===== config.mk =====
export PLATFORM = sky130hd
export DESIGN_NAME = i2c_slave_hold_transmit_engine
export DESIGN_NICKNAME = d
export VERILOG_FILES = /design/src/pkg/i2c_hold_pkg.sv /design/src/pkg/i2c_line_if.sv /design/src/logic/i2c_line_sampler.sv /design/src/logic/i2c_slave_hold_transmit_engine.sv
export SDC_FILE = /design/constraint.sdc
export NUM_CORES = 1
export LEC_CHECK = 0
export ABC_AREA = 1
export BUFFER_PORTS_ARGS = -buffer_cell sky130_fd_sc_hd__buf_2
export CAP_MARGIN = 10
export CORE_MARGIN = 8
export CORE_UTILIZATION = 52
export CTS_CLUSTER_SIZE = 12
export DETAILED_ROUTE_END_ITERATION = 8
export PLACE_DENSITY = 0.77
export SETUP_SLACK_MARGIN = 0.5
export SYNTH_ARGS = -nofsm -noshare
export SYNTH_HDL_FRONTEND = slang
export SYNTH_HIERARCHICAL = 1
export SYNTH_SLANG_ARGS = --single-unit

===== constraint.sdc =====
create_clock -name mclk -period 2 [get_ports mclk]
set_clock_uncertainty 0.15 [all_clocks]
set_input_delay 0.1 -clock mclk [delete_from_list [all_inputs] [get_ports mclk]]
set_output_delay 0.1 -clock mclk [all_outputs]
set_load 0.02 [all_outputs]

===== src/pkg/i2c_hold_pkg.sv =====
// Package with constants and types shared by the two-wire slave hold/transmit engine.
package i2c_hold_pkg;
  // ==========================================================================
  // Byte framing
  localparam int          BitsPerByte  = 8;
  localparam logic [3:0]  AckBitIndex  = 4'h9;
  localparam logic [3:0]  LastDataBit  = 4'h8;
  localparam logic [4:0]  TenBitPrefix = 5'h1E;
  localparam logic [7:0]  ResetByte    = 8'h00;
  localparam logic [9:0]  ResetAddress = 10'h000;

  // ==========================================================================
  // Slave sequencer states
  typedef enum logic [2:0] {
    StIdle,
    StAddr,
    StRxData,
    StTxData,
    StAckOut,
    StAckIn
  } slave_state_e;
endpackage


===== src/pkg/i2c_line_if.sv =====
// Interface carrying the sampled bus lines and condition events between design modules.
`timescale 1ns/1ps
interface i2c_line_if;
  logic sclLevel;
  logic sdaLevel;
  logic sclRise;
  logic sclFall;
  logic startSeen;
  logic stopSeen;

  modport producer (
    output sclLevel,
    output sdaLevel,
    output sclRise,
    output sclFall,
    output startSeen,
    output stopSeen
  );
  modport consumer (
    input sclLevel,
    input sdaLevel,
    input sclRise,
    input sclFall,
    input startSeen,
    input stopSeen
  );
endinterface


===== src/logic/i2c_line_sampler.sv =====
// Bus line synchroniser with clock edge and start/stop condition detection.
`timescale 1ns/1ps
module i2c_line_sampler (
  input  wire logic mclk,
  input  wire logic rstSync_n,
  input  wire logic clkEn,
  input  wire logic sclIn,
  input  wire logic sdaIn,
  i2c_line_if.producer lines
);
  // ==========================================================================
  // Two-stage synchronisers; stage one is read by stage two only.
  logic [1:0] sclMeta_q, sclMeta_d;
  logic [1:0] sdaMeta_q, sdaMeta_d;
  logic       sclPrev_q, sclPrev_d;
  logic       sdaPrev_q, sdaPrev_d;

  always_comb begin
    sclMeta_d = sclMeta_q;
    sdaMeta_d = sdaMeta_q;
    sclPrev_d = sclPrev_q;
    sdaPrev_d = sdaPrev_q;
    if (clkEn) begin
      sclMeta_d = {sclMeta_q[0], sclIn};
      sdaMeta_d = {sdaMeta_q[0], sdaIn};
      sclPrev_d = sclMeta_q[1];
      sdaPrev_d = sdaMeta_q[1];
    end
  end

  always_ff @(posedge mclk or negedge rstSync_n) begin
    if (!rstSync_n) begin
      sclMeta_q <= 2'h3;
      sdaMeta_q <= 2'h3;
      sclPrev_q <= 1'h1;
      sdaPrev_q <= 1'h1;
    end else begin
      sclMeta_q <= sclMeta_d;
      sdaMeta_q <= sdaMeta_d;
      sclPrev_q <= sclPrev_d;
      sdaPrev_q <= sdaPrev_d;
    end
  end

  assign lines.sclLevel  = sclMeta_q[1];
  assign lines.sdaLevel  = sdaMeta_q[1];
  assign lines.sclRise   = clkEn && sclMeta_q[1] && !sclPrev_q;
  assign lines.sclFall   = clkEn && !sclMeta_q[1] && sclPrev_q;
  assign lines.startSeen = clkEn && sclMeta_q[1] && sclPrev_q && !sdaMeta_q[1] && sdaPrev_q;
  assign lines.stopSeen  = clkEn && sclMeta_q[1] && sclPrev_q && sdaMeta_q[1] && !sdaPrev_q;
endmodule


===== src/logic/i2c_slave_hold_transmit_engine.sv =====
// Two-wire slave engine with address/data hold, transmission, and 10-bit addressing.
`timescale 1ns/1ps
module i2c_slave_hold_transmit_engine (
  input  wire logic       mclk,
  input  wire logic       rst_n,
  input  wire logic       clkEn,
  input  wire logic       sclIn,
  output logic            sclOut,
  output logic            sclOe,
  input  wire logic       sdaIn,
  output logic            sdaOut,
  output logic            sdaOe,
  input  wire logic       tenBitMode,
  input  wire logic       addressHoldEnable,
  input  wire logic       dataHoldEnable,
  input  wire logic       stretchEnable,
  input  wire logic       slaveCollisionDetectEnable,
  input  wire logic       ackValueSelect,
  input  wire logic [9:0] slaveAddressWr,
  input  wire logic       slaveAddressWe,
  input  wire logic [7:0] bufferWrData,
  input  wire logic       bufferWe,
  input  wire logic       bufferRe,
  output logic [7:0]      rxTxBuffer,
  input  wire logic       setClockRelease,
  input  wire logic       clearIrqFlag,
  input  wire logic       clearCollisionFlag,
  input  wire logic       clearOverflowFlag,
  output logic            serialPortIrqFlag,
  output logic            clockReleaseBit,
  output logic            ackTimeFlag,
  output logic            bufferFullFlag,
  output logic            receiveOverflowFlag,
  output logic            ackReceivedStatus,
  output logic            readWriteStatus,
  output logic            updateAddressFlag,
  output logic            stopSeenFlag,
  output logic            busCollisionFlag,
  output logic [9:0]      slaveAddressReg
);
  // ==========================================================================
  // Reset release and line sampling
  logic [1:0] rstPipe_q;
  logic       rstSync_n;

  always_ff @(posedge mclk or negedge rst_n) begin
    if (!rst_n) begin
      rstPipe_q <= 2'h0;
    end else begin
      rstPipe_q <= {rstPipe_q[0], 1'h1};
    end
  end
  assign rstSync_n = rstPipe_q[1];

  i2c_line_if lines ();
  i2c_line_sampler u_sampler (
    .mclk      (mclk),
    .rstSync_n (rstSync_n),
    .clkEn     (clkEn),
    .sclIn     (sclIn),
    .sdaIn     (sdaIn),
    .lines     (lines)
  );

  // ==========================================================================
  // Address compare helpers
  function automatic logic highMatch(input logic [7:0] b, input logic [9:0] a);
    highMatch = (b[7:3] == i2c_hold_pkg::TenBitPrefix) && (b[2:1] == a[9:8]);
  endfunction

  function automatic logic sevenMatch(input logic [7:0] b, input logic [9:0] a);
    sevenMatch = (b[7:1] == a[7:1]);
  endfunction

  // ==========================================================================
  // State
  i2c_hold_pkg::slave_state_e st_q, st_d;
  logic [7:0] shift_q, shift_d;
  logic [3:0] bitCnt_q, bitCnt_d;
  logic [7:0] buf_q, buf_d;
  logic [9:0] addr_q, addr_d;
  logic       irq_q, irq_d, ckp_q, ckp_d, ack_time_flag_q, ack_time_flag_d, bf_q, bf_d;
  logic       ov_q, ov_d, ack_received_status_q, ack_received_status_d, rw_q, rw_d, ua_q, ua_d;
  logic       stop_q, stop_d, bcl_q, bcl_d;
  logic       isAddr_q, isAddr_d, holdPend_q, holdPend_d, sendAck_q, sendAck_d;
  logic       lowPhase_q, lowPhase_d, hiMatched_q, hiMatched_d;
  logic       sdaLow_q, sdaLow_d, sclHold_q, sclHold_d;
  logic [7:0] rxByte;
  logic       addrMatch;

  assign rxByte = {shift_q[6:0], lines.sdaLevel};

  always_comb begin
    st_d = st_q; shift_d = shift_q; bitCnt_d = bitCnt_q; buf_d = buf_q;
    addr_d = addr_q; irq_d = irq_q; ckp_d = ckp_q; ack_time_flag_d = ack_time_flag_q;
    bf_d = bf_q; ov_d = ov_q; ack_received_status_d = ack_received_status_q; rw_d = rw_q; ua_d = ua_q;
    stop_d = stop_q; bcl_d = bcl_q; isAddr_d = isAddr_q; holdPend_d = holdPend_q;
    sendAck_d = sendAck_q; lowPhase_d = lowPhase_q; hiMatched_d = hiMatched_q;
    sdaLow_d = sdaLow_q; sclHold_d = sclHold_q;
    addrMatch = 1'h0;
    if (clkEn) begin
      // Software side effects first so that hardware sets below win over clears.
      if (clearIrqFlag) irq_d = 1'h0;
      if (clearCollisionFlag) bcl_d = 1'h0;
      if (clearOverflowFlag) ov_d = 1'h0;
      if (setClockRelease) ckp_d = 1'h1;
      if (bufferRe) bf_d = 1'h0;
      if (bufferWe) begin
        buf_d = bufferWrData;
        shift_d = bufferWrData;
        bf_d = 1'h1;
      end
      if (slaveAddressWe) begin
        addr_d = slaveAddressWr;
        ua_d = 1'h0;
      end
      if (lines.startSeen) begin
        st_d = i2c_hold_pkg::StAddr; bitCnt_d = 4'h0; isAddr_d = 1'h1;
        sdaLow_d = 1'h0; stop_d = 1'h0; ack_time_flag_d = 1'h0;
        lowPhase_d = 1'h0;
      end else if (lines.stopSeen) begin
        st_d = i2c_hold_pkg::StIdle; stop_d = 1'h1;
        sdaLow_d = 1'h0; hiMatched_d = 1'h0;
      end else begin
        case (st_q)
          i2c_hold_pkg::StAddr, i2c_hold_pkg::StRxData: begin
            if (lines.sclRise) begin
              shift_d = rxByte;
              bitCnt_d = bitCnt_q + 4'h1;
            end
            if (lines.sclFall && bitCnt_q == i2c_hold_pkg::LastDataBit) begin
              if (st_q == i2c_hold_pkg::StAddr) begin
                if (!tenBitMode) addrMatch = sevenMatch(shift_q, addr_q);
                else if (lowPhase_q) addrMatch = (shift_q == addr_q[7:0]);
                else addrMatch = highMatch(shift_q, addr_q);
                if (tenBitMode && lowPhase_q) begin
                  irq_d = 1'h1; ua_d = 1'h1;
                  sendAck_d = addrMatch;
                  hiMatched_d = addrMatch;
                  if (addrMatch) begin
                    buf_d = shift_q; bf_d = 1'h1;
                  end
                  st_d = i2c_hold_pkg::StAckOut;
                end else if (!addrMatch || (tenBitMode && shift_q[0] && !hiMatched_q)) begin
                  st_d = i2c_hold_pkg::StIdle;
                end else begin
                  sendAck_d = !(bf_q || ov_q);
                  if (bf_q) ov_d = 1'h1;
                  rw_d = shift_q[0];
                  buf_d = shift_q;
                  bf_d = 1'h1;
                  if (tenBitMode && !shift_q[0]) ua_d = 1'h1;
                  if (addressHoldEnable) begin
                    irq_d = 1'h1; ckp_d = 1'h0; ack_time_flag_d = 1'h1;
                    holdPend_d = 1'h1;
                  end
                  st_d = i2c_hold_pkg::StAckOut;
                end
              end else begin
                sendAck_d = !(bf_q || ov_q);
                if (bf_q) ov_d = 1'h1;
                else begin
                  buf_d = shift_q; bf_d = 1'h1;
                end
                if (dataHoldEnable) begin
                  irq_d = 1'h1; ckp_d = 1'h0; ack_time_flag_d = 1'h1;
                  holdPend_d = 1'h1;
                end
                st_d = i2c_hold_pkg::StAckOut;
              end
            end
          end
          i2c_hold_pkg::StAckOut: begin
            // In hold modes the ack slot waits for release and takes the software choice.
            if (holdPend_q && ckp_q) begin
              holdPend_d = 1'h0;
              sendAck_d = !ackValueSelect;
            end
            if (!holdPend_q && !lines.sclLevel) sdaLow_d = sendAck_q;
            if (lines.sclFall && !holdPend_q && sdaLow_q == sendAck_q && lines.sclLevel == 1'h0) begin
              sdaLow_d = 1'h0;
            end
            if (lines.sclFall && !holdPend_q) begin
              ack_time_flag_d = 1'h0;
              bitCnt_d = 4'h0;
              if (!sendAck_q) begin
                st_d = i2c_hold_pkg::StIdle;
              end else begin
                irq_d = 1'h1;
                if (isAddr_q && tenBitMode && ua_q) begin
                  lowPhase_d = !lowPhase_q;
                  st_d = lowPhase_q ? i2c_hold_pkg::StRxData : i2c_hold_pkg::StAddr;
                  isAddr_d = !lowPhase_q ? 1'h1 : 1'h0;
                  if (!hiMatched_q && lowPhase_q) st_d = i2c_hold_pkg::StIdle;
                end else if (rw_q) begin
                  ckp_d = 1'h0;
                  st_d = i2c_hold_pkg::StTxData;
                  shift_d = buf_q;
                end else begin
                  if (stretchEnable) ckp_d = 1'h0;
                  isAddr_d = 1'h0;
                  st_d = i2c_hold_pkg::StRxData;
                end
              end
            end
          end
          i2c_hold_pkg::StTxData: begin
            if (ckp_q && !lines.sclLevel && bitCnt_q == 4'h0) begin
              sdaLow_d = !shift_q[7];
            end
            if (lines.sclRise) begin
              if (slaveCollisionDetectEnable && !sdaLow_q && !lines.sdaLevel) begin
                bcl_d = 1'h1;
                sdaLow_d = 1'h0;
                st_d = i2c_hold_pkg::StIdle;
              end
              bitCnt_d = bitCnt_q + 4'h1;
            end
            if (lines.sclFall && bitCnt_q != 4'h0) begin
              shift_d = {shift_q[6:0], 1'h0};
              if (bitCnt_q == i2c_hold_pkg::LastDataBit) begin
                sdaLow_d = 1'h0;
                st_d = i2c_hold_pkg::StAckIn;
              end else begin
                sdaLow_d = !shift_q[6];
              end
            end
          end
          i2c_hold_pkg::StAckIn: begin
            if (lines.sclRise) begin
              ack_received_status_d = lines.sdaLevel;
              bitCnt_d = i2c_hold_pkg::AckBitIndex;
            end
            if (lines.sclFall && bitCnt_q == i2c_hold_pkg::AckBitIndex) begin
              irq_d = 1'h1;
              bitCnt_d = 4'h0;
              bf_d = 1'h0;
              if (ack_received_status_q) begin
                st_d = i2c_hold_pkg::StIdle;
              end else begin
                ckp_d = 1'h0;
                st_d = i2c_hold_pkg::StTxData;
              end
            end
          end
          default: st_d = i2c_hold_pkg::StIdle;
        endcase
      end
      // Hold only once the master already pulled the clock low.
      // A pending address update stretches once the ack slot is over, not during it.
      sclHold_d = (!ckp_d || (ua_d && tenBitMode && st_d != i2c_hold_pkg::StAckOut))
                  && (sclHold_q || !lines.sclLevel);
      if (st_d == i2c_hold_pkg::StIdle) sclHold_d = 1'h0;
    end
  end

  always_ff @(posedge mclk or negedge rstSync_n) begin
    if (!rstSync_n) begin
      st_q <= i2c_hold_pkg::StIdle; shift_q <= i2c_hold_pkg::ResetByte;
      bitCnt_q <= 4'h0; buf_q <= i2c_hold_pkg::ResetByte;
      addr_q <= i2c_hold_pkg::ResetAddress; irq_q <= 1'h0; ckp_q <= 1'h1;
      ack_time_flag_q <= 1'h0; bf_q <= 1'h0; ov_q <= 1'h0; ack_received_status_q <= 1'h0;
      rw_q <= 1'h0; ua_q <= 1'h0; stop_q <= 1'h0; bcl_q <= 1'h0;
      isAddr_q <= 1'h0; holdPend_q <= 1'h0; sendAck_q <= 1'h0;
      lowPhase_q <= 1'h0; hiMatched_q <= 1'h0; sdaLow_q <= 1'h0; sclHold_q <= 1'h0;
    end else begin
      st_q <= st_d; shift_q <= shift_d; bitCnt_q <= bitCnt_d; buf_q <= buf_d;
      addr_q <= addr_d; irq_q <= irq_d; ckp_q <= ckp_d; ack_time_flag_q <= ack_time_flag_d;
      bf_q <= bf_d; ov_q <= ov_d; ack_received_status_q <= ack_received_status_d; rw_q <= rw_d; ua_q <= ua_d;
      stop_q <= stop_d; bcl_q <= bcl_d; isAddr_q <= isAddr_d; holdPend_q <= holdPend_d;
      sendAck_q <= sendAck_d; lowPhase_q <= lowPhase_d; hiMatched_q <= hiMatched_d;
      sdaLow_q <= sdaLow_d; sclHold_q <= sclHold_d;
    end
  end

  // ==========================================================================
  // Pins and status; open-drain lines only ever pull low.
  assign sclOut              = 1'h0;
  assign sclOe               = sclHold_q;
  assign sdaOut              = 1'h0;
  assign sdaOe               = sdaLow_q;
  assign rxTxBuffer          = buf_q;
  assign serialPortIrqFlag   = irq_q;
  assign clockReleaseBit     = ckp_q;
  assign ackTimeFlag         = ack_time_flag_q;
  assign bufferFullFlag      = bf_q;
  assign receiveOverflowFlag = ov_q;
  assign ackReceivedStatus   = ack_received_status_q;
  assign readWriteStatus     = rw_q;
  assign updateAddressFlag   = ua_q;
  assign stopSeenFlag        = stop_q;
  assign busCollisionFlag    = bcl_q;
  assign slaveAddressReg     = addr_q;
endmodule


# Word-level counts from Yosys, hierarchy flattened
# Index checks and enable logic that the tools add are counted.
word_totals:
  regBits: 58
  input_bits: 36
  out_inout_bits: 32
  word_cells: 318
classes:
  add_sub_neg: 1
  eq_ne: 31
  mux: 173
  bitwise_logic: 5
  reduce_logical: 81
op_table:
  columns: ["cell", "n"]
  rows:
  - ["$mux W8", 19]
  - ["$mux W1", 120]
  - ["$mux W3", 15]
  - ["$logic_and A1 B1 Y1", 32]
  - ["$mux W4", 6]
  - ["$ne A4 B4 Y1 const B", 6]
  - ["$pmux W8 S3", 1]
  - ["$reduce_and A6 Y1", 4]
  - ["$ne A3 B3 Y1 const B", 7]
  - ["$reduce_bool A2 Y1", 10]
  - ["$logic_not A1 Y1", 15]
  - ["$pmux W3 S4", 1]
  - ["$pmux W4 S3", 1]
  - ["$reduce_bool A4 Y1", 3]
  - ["$pmux W1 S2", 5]
  - ["$reduce_and A10 Y1", 1]
  - ["$reduce_and A9 Y1", 1]
  - ["$eq A4 B4 Y1 const B", 2]
  - ["$eq A8 B8 Y1", 1]
  - ["$reduce_and A8 Y1", 1]
  - ["$eq A7 B7 Y1", 1]
  - ["$reduce_and A7 Y1", 1]
  - ["$eq A3 B2 Y1 const B", 2]
  - ["$eq A3 B3 Y1 const B", 2]
  - ["other kinds (21)", 34]

# Logic depth before layout (Yosys ltp)
logic_depth:
  ltp_word: 25
  depth_mapped: 17
  depth_no_buf: 16

# Hierarchy
# Netlist, hierarchy kept.
by_module_without_submodules:
  columns: ["mod", "instances", "cells_per_inst", "area_each_um2", "seq_area_each_um2"]
  rows:
  - ["i2c_slave_hold_transmit_engine", 1, 566, 3822.4, 1302.5]
  - ["i2c_line_sampler", 1, 33, 280.3, 157.7]

# Worst setup path after synthesis
# No wires, ideal clock.
synth_path:
  kind: "register to register"
  start: "register u_sampler.sclPrev_q"
  end: "register shift_q[1]"
  setup_ns: 0.132
  arrival_time_ns: 1.797
  required_ns: 1.718
  slack_ns: -0.080
  stages_incl_launch_ff: 12
  n_path_buf: 0
  period_less_slack_ns: 2.080
  cell_sequence: "dfstp_2 -> nand2_2 -> nor2_2 -> inv_2 -> nor2_4 -> nand2_4 -> o21ai_1 -> nand2_1 -> a211oi_4 -> o21ai_0 -> a21oi_1 -> a21oi_1"
synth_between:
  elab_chain_len: 6
  elab_cells_between_ends: 16
  classes_between: "6 x mux; 10 x reduce/logical"
synth_rtl:
  columns: ["item", "line", "source"]
  rows:
  - ["from (decl)", "i2c_line_sampler.sv:15", "logic sclPrev_q, sclPrev_d;"]
  - ["from (signal assigned)", "i2c_line_sampler.sv:40", "sclPrev_q <= sclPrev_d;"]
  - ["$logic_and A1 B1 Y1 *", "i2c_line_sampler.sv:48", "assign lines.sclFall = clkEn && !sclMeta_q[1] && sclPrev_q;"]
  - ["net lines.sclFall", "i2c_line_if.sv:7", "logic sclFall;"]
  - ["$logic_and A1 B1 Y1, on equally long branches", "i2c_slave_hold_transmit_engine.sv:219, i2c_slave_hold_transmit_engine.sv:183", null]
  - ["$mux W8, on equally long branches", "i2c_slave_hold_transmit_engine.sv:219, i2c_slave_hold_transmit_engine.sv:183", null]
  - ["$pmux W8 S3 *", "i2c_slave_hold_transmit_engine.sv:125", "case (st_q)"]
  - ["$mux W8 *", "i2c_slave_hold_transmit_engine.sv:121", "end else if (lines.stopSeen) begin"]
  - ["$mux W8 *", "i2c_slave_hold_transmit_engine.sv:117", "if (lines.startSeen) begin"]
  - ["to (signal assigned)", "i2c_slave_hold_transmit_engine.sv:259", "st_q <= i2c_hold_pkg::StIdle; shift_q <= i2c_hold_pkg::ResetByte;"]
  - ["to (signal assigned)", "i2c_slave_hold_transmit_engine.sv:267", "st_q <= st_d; shift_q <= shift_d; bitCnt_q <= bitCnt_d; buf_q <= buf_d;"]
  - ["to (decl)", "i2c_slave_hold_transmit_engine.sv:78", "logic [7:0] shift_q, shift_d;"]
# The timed path passes the listed nets; every way through them passes the cells marked *.
# A chain may end at the register's enable or synchronous reset.

# Worst setup path after layout
layout_path:
  start: "register shift_q[1]"
  end: "register buf_q[0], in the netlist rxTxBuffer[0]"
layout_between:
  elab_chain_len: 19
  elab_cells_between_ends: 22
  classes_between: "3 x eq/ne; 16 x mux; 3 x reduce/logical"
layout_rtl:
  columns: ["item", "line", "source"]
  rows:
  - ["$eq A2 B2 Y1", "i2c_slave_hold_transmit_engine.sv:68", "highMatch = (b[7:3] == i2c_hold_pkg::TenBitPrefix) && (b[2:1] == a[9:8]);"]
  - ["$logic_and A1 B1 Y1", "i2c_slave_hold_transmit_engine.sv:68", null]
  - ["$mux W1", "i2c_slave_hold_transmit_engine.sv:134", "else if (lowPhase_q) addrMatch = (shift_q == addr_q[7:0]);"]
  - ["$mux W1 *", "i2c_slave_hold_transmit_engine.sv:133", "if (!tenBitMode) addrMatch = sevenMatch(shift_q, addr_q);"]
  - ["$mux W1 *", "i2c_slave_hold_transmit_engine.sv:132", "if (st_q == i2c_hold_pkg::StAddr) begin"]
  - ["$mux W1 *", "i2c_slave_hold_transmit_engine.sv:131", "if (lines.sclFall && bitCnt_q == i2c_hold_pkg::LastDataBit) begin"]
  - ["$mux W1 *", "i2c_slave_hold_transmit_engine.sv:125", null]
  - ["$mux W1 *", "i2c_slave_hold_transmit_engine.sv:121", null]
  - ["(+3 left out)", null, null]
  - ["$logic_or A1 B1 Y1", "i2c_slave_hold_transmit_engine.sv:144", "end else if (!addrMatch || (tenBitMode && shift_q[0] && !hiMatched_q)) begin"]
  - ["$mux W8", "i2c_slave_hold_transmit_engine.sv:144", null]
  - ["$mux W8 *", "i2c_slave_hold_transmit_engine.sv:136", "if (tenBitMode && lowPhase_q) begin"]
  - ["$mux W8 *", "i2c_slave_hold_transmit_engine.sv:132", null]
  - ["$mux W8 *", "i2c_slave_hold_transmit_engine.sv:131", null]
  - ["$mux W8 *", "i2c_slave_hold_transmit_engine.sv:125", null]
  - ["$mux W8 *", "i2c_slave_hold_transmit_engine.sv:121", null]
  - ["$mux W8 *", "i2c_slave_hold_transmit_engine.sv:117", null]
  - ["to (signal assigned)", "i2c_slave_hold_transmit_engine.sv:267", null]
  - ["to (decl)", "i2c_slave_hold_transmit_engine.sv:80", "logic [7:0] buf_q, buf_d;"]
# Every way passes the cells marked *; elsewhere a longest branch is shown, timed or not. The select of a mux whose other input is x is not followed.

==> results by group <==
Floorplanning
  • Rows: 32
  • Starting Density: 53.4%
  • Core Area: 7690 µm²
  • Die span in x: 105 µm
  • DIE HEIGHT: 105 µm
  • IO Pins: 68
  • Die area: 11000 µm²

Timing
  • Worst slew pin tran: 0.512 ns
  • Fin. Hold Viols: 1
  • Final Slew Violations: 0
  • Tmin final: 2.20 ns
  • Final Cycle Share: 110%
  • F_max: 454 MHz
  • RSZ-0062 raised after global routing: yes
  • Max transition margin: 65.5%
  • Final worst slack: -0.201 ns
  • Final Hold Slack: -0.0746 ns
  • Setup violators final: 36

Yosys
  • Post-synth top area cell: dfrtp_1
  • Syn avg cell area: 6.85 µm²
  • Top_reg_cell synth: dfrtp_1
  • Largest cells by area after synthesis: dfrtp_1, nand2_1, a21oi_1, o21ai_0, inv_1
  • Sequential area share after synthesis: 35.6%
  • Post-Syn Instances: 599
  • Netlist cell types: 52
  • YS warnings: 6
  • Share of the synthesized area in the top cell type: 31.1%
  • Synthesized cell area: 4100 µm²
  • #FFs+latches synth: 58
  • Async S/R FF share, synth: 100%
  • Post-synth EDFFs: 0

Status
  • Status: complete, but fails checks
  • Failing checks: hold timing, setup timing

Worst setup path
  • Reg-to-Reg Start: shift_q[1]
  • Critical Path Sink Type: register
  • Critical path startpoint category: register
  • Worst EP arrival: 2.34 ns
  • R2r endpoint: rxTxBuffer[0]
  • Reg2reg setup slack: -0.20 ns
  • Crit path max fanout: 4
  • Reg2reg path depth: 15
  • Critical path required time: 2.14 ns
  • CP Class: register to register

CTS
  • CTS tree: yes
  • Htree depth: 3
  • Max clock buf depth: 2
  • CTS buffer count: 9
  • CTS root buffer: clkbuf_8
  • Hold-fix buffers, CTS: 18
  • Clock Latency Late Sink: 0.36 ns
  • CTS clk-pin slew, worst paths: 0.09 ns
  • Clock sink count: 58

Final layout
  • Filler cell count: 493
  • Highest-count cells in the layout ignoring fill and taps: nand2_1, buf_4, buf_2
  • Share of layout cells above drive strength 1: 42.8%
  • Layout Utilization: 82.9%
  • Antenna Cells: 0
  • Final net count: 837
  • Commonest non-fill, non-tap cell in the layout: nand2_1
  • Layout area overhead: 55.3%

Route
  • # DRC: 0
  • Detailed Route WL: 16700 µm
  • Vias post-DR: 5176
  • Wire per inst: 18.4 µm
  • Antenna viol nets, final: 0
  • Vias per cell: 5.72
  • 1st-pass router iterations: 5
  • Starting DRT DRC Count: 484

Global route
  • Initial antenna violation count: 0
  • GRT Residual Overflow: 0
  • Total global routing track utilization: 27.1%
  • Global-route wire length before repair: 24300 µm
  • Pin count of the biggest net entering global routing: 26
  • Vias in the first global route: 4809

Place
  • Gp weighted congestion: 0.977
  • Detailed placer's ending HPWL: 10800 µm
  • Port buffer count: 65

Power and ir drop
  • Peak VDD IR: 0.564 mV
  • Leak: 3.19 nW
  • Total chip power: 5.55 mW
  • PD cells: 872 nW/µm²

Min path
  • Hold Path Class: input pin to register
  • Hold path endpoint: u_sampler/sclPrev_q
  • Min-delay src: clkEn
  • Worst Hold Path Cells: 3

Flow run
  • Max Cap Viol: 0
-- per-layer routing --
| metal | GRT usage, % | up-vias | share of wire [%] |
|---|---|---|---|
| li1 | - | 2370 | - |
| met1 | 35.9 | 2455 | 40 |
| met2 | 42.2 | 299 | 47 |
| met3 | 6.45 | 52 | 9.8 |
| met4 | 9.68 | 0 | 2.9 |
| met5 | 0 | - | 0 |
-- what timing repair did --
action                     in CTS  in global routing
setup endpoints to repair      40                 49
setup buffers                  24                 13
hold endpoints to repair       19                  1
gates cloned                    0                  2
resized for setup              43                 78
pin swaps                      26                 41
-- critical path, stage by stage (launching register included) --
cell and delay [ns]:
dfrtp_2 0.42, inv_2 0.06, nand2_1 0.06, nand2_1 0.05, nor2_1 0.13, nand2_1 0.10
o21bai_4 0.22, buf_6 0.15, nand2_8 0.06, o21ai_0 0.17, o21ai_1 0.10, o21ai_1 0.11
nand2_1 0.09, nand2_1 0.08, nand2_1 0.07, nand2_1 0.07
-- per-stage QoR --
step	setup TNS, ns	setup slack (ns)	hold WS (ns)	cell area, µm²	cells
finish	-3.92	-0.201	-0.0746	6370	905
global route	-7.00	-0.306	-0.0395	6370	905
CTS	-2.72	-0.185	-0.0808	5960	890
detailed placement	-2.23	-0.212	-0.262	5200	832
global placement	-0.758	-0.0989	-0.264	5200	832
floorplan	-0.0195	-0.00834	-0.346	4210	600
-- cells by family (layout without fill, tap and decap cells) --
family / count (synthesis) / count (layout) / share of synthesized area, %
DFF: 58 / 58 / 35.6
adders and majority gates: 3 / 3 / 0.915
buffers and inverters: 99 / 301 / 10.0
AOI/OAI and AO/OA: 167 / 167 / 23.1
xor gates and xnor gates: 3 / 3 / 0.641
other: 2 / 3 / 0.183
and+or+nand+nor: 267 / 268 / 29.6
-- how the worst max path moves through the flow --
| stage | to | startpoint | cells after the start | slack [ns] |
|---|---|---|---|---|
| 2_1_floorplan | shift_q[1] | u_sampler/sclPrev_q | 11 | -0.008 |
| 3_3_place_gp | shift_q[2] | u_sampler/sclPrev_q | 11 | -0.1 |
| 3_5_place_dp | sclOe | u_sampler/sclPrev_q | 15 | -0.21 |
| 4_1_cts | sclOe | u_sampler/sclPrev_q | 15 | -0.18 |
| 5_1_grt | readWriteStatus | u_sampler/sclPrev_q | 14 | -0.31 |
| 6_report | rxTxBuffer[0] | shift_q[1] | 15 | -0.20 |
-- synth_stat cells (all sizes together) (3+ instances only) --
cell,count
nand2,161
clkinv,3
nor2,50
nand3b,3
ha,3
nand3,38
o21ai,77
dfrtp,51
clkbuf,6
o21bai,5
o211ai,3
buf,14
a21oi,67
o31ai,4
nand4,8
inv,76
dfstp,7
-- cell type report --
class / instances / area, µm² / area share, %
clock buffers: 9 / 124 / 1.94
clock inverters: 7 / 124 / 1.94
inverters: 79 / 314 / 4.93
multi-input cells: 444 / 2650 / 41.6
flip-flops and latches: 58 / 1480 / 23.2
well taps: 102 / 128 / 2.00
repair buffers: 205 / 1550 / 24.3
repair inverters: 1 / 7.51 / 0.118
-- where the power goes --
group          switching [mW]  internal [mW]
Sequential              0.261           1.41
Combinational            1.46          0.999
Clock                   0.580          0.838
Total                    2.31           3.25
-- registers in the layout, indices dropped and copies added, names as in the netlist, 2 cells and up --
| signal | count |
|---|---|
| slaveAddressReg | 10 |
| rstPipe_q | 2 |
| bitCnt_q | 4 |
| rxTxBuffer | 8 |
| u_sampler/sdaMeta_q | 2 |
| st_q | 3 |
| u_sampler/sclMeta_q | 2 |
| shift_q | 8 |
Power figures use the tool's default switching activity.
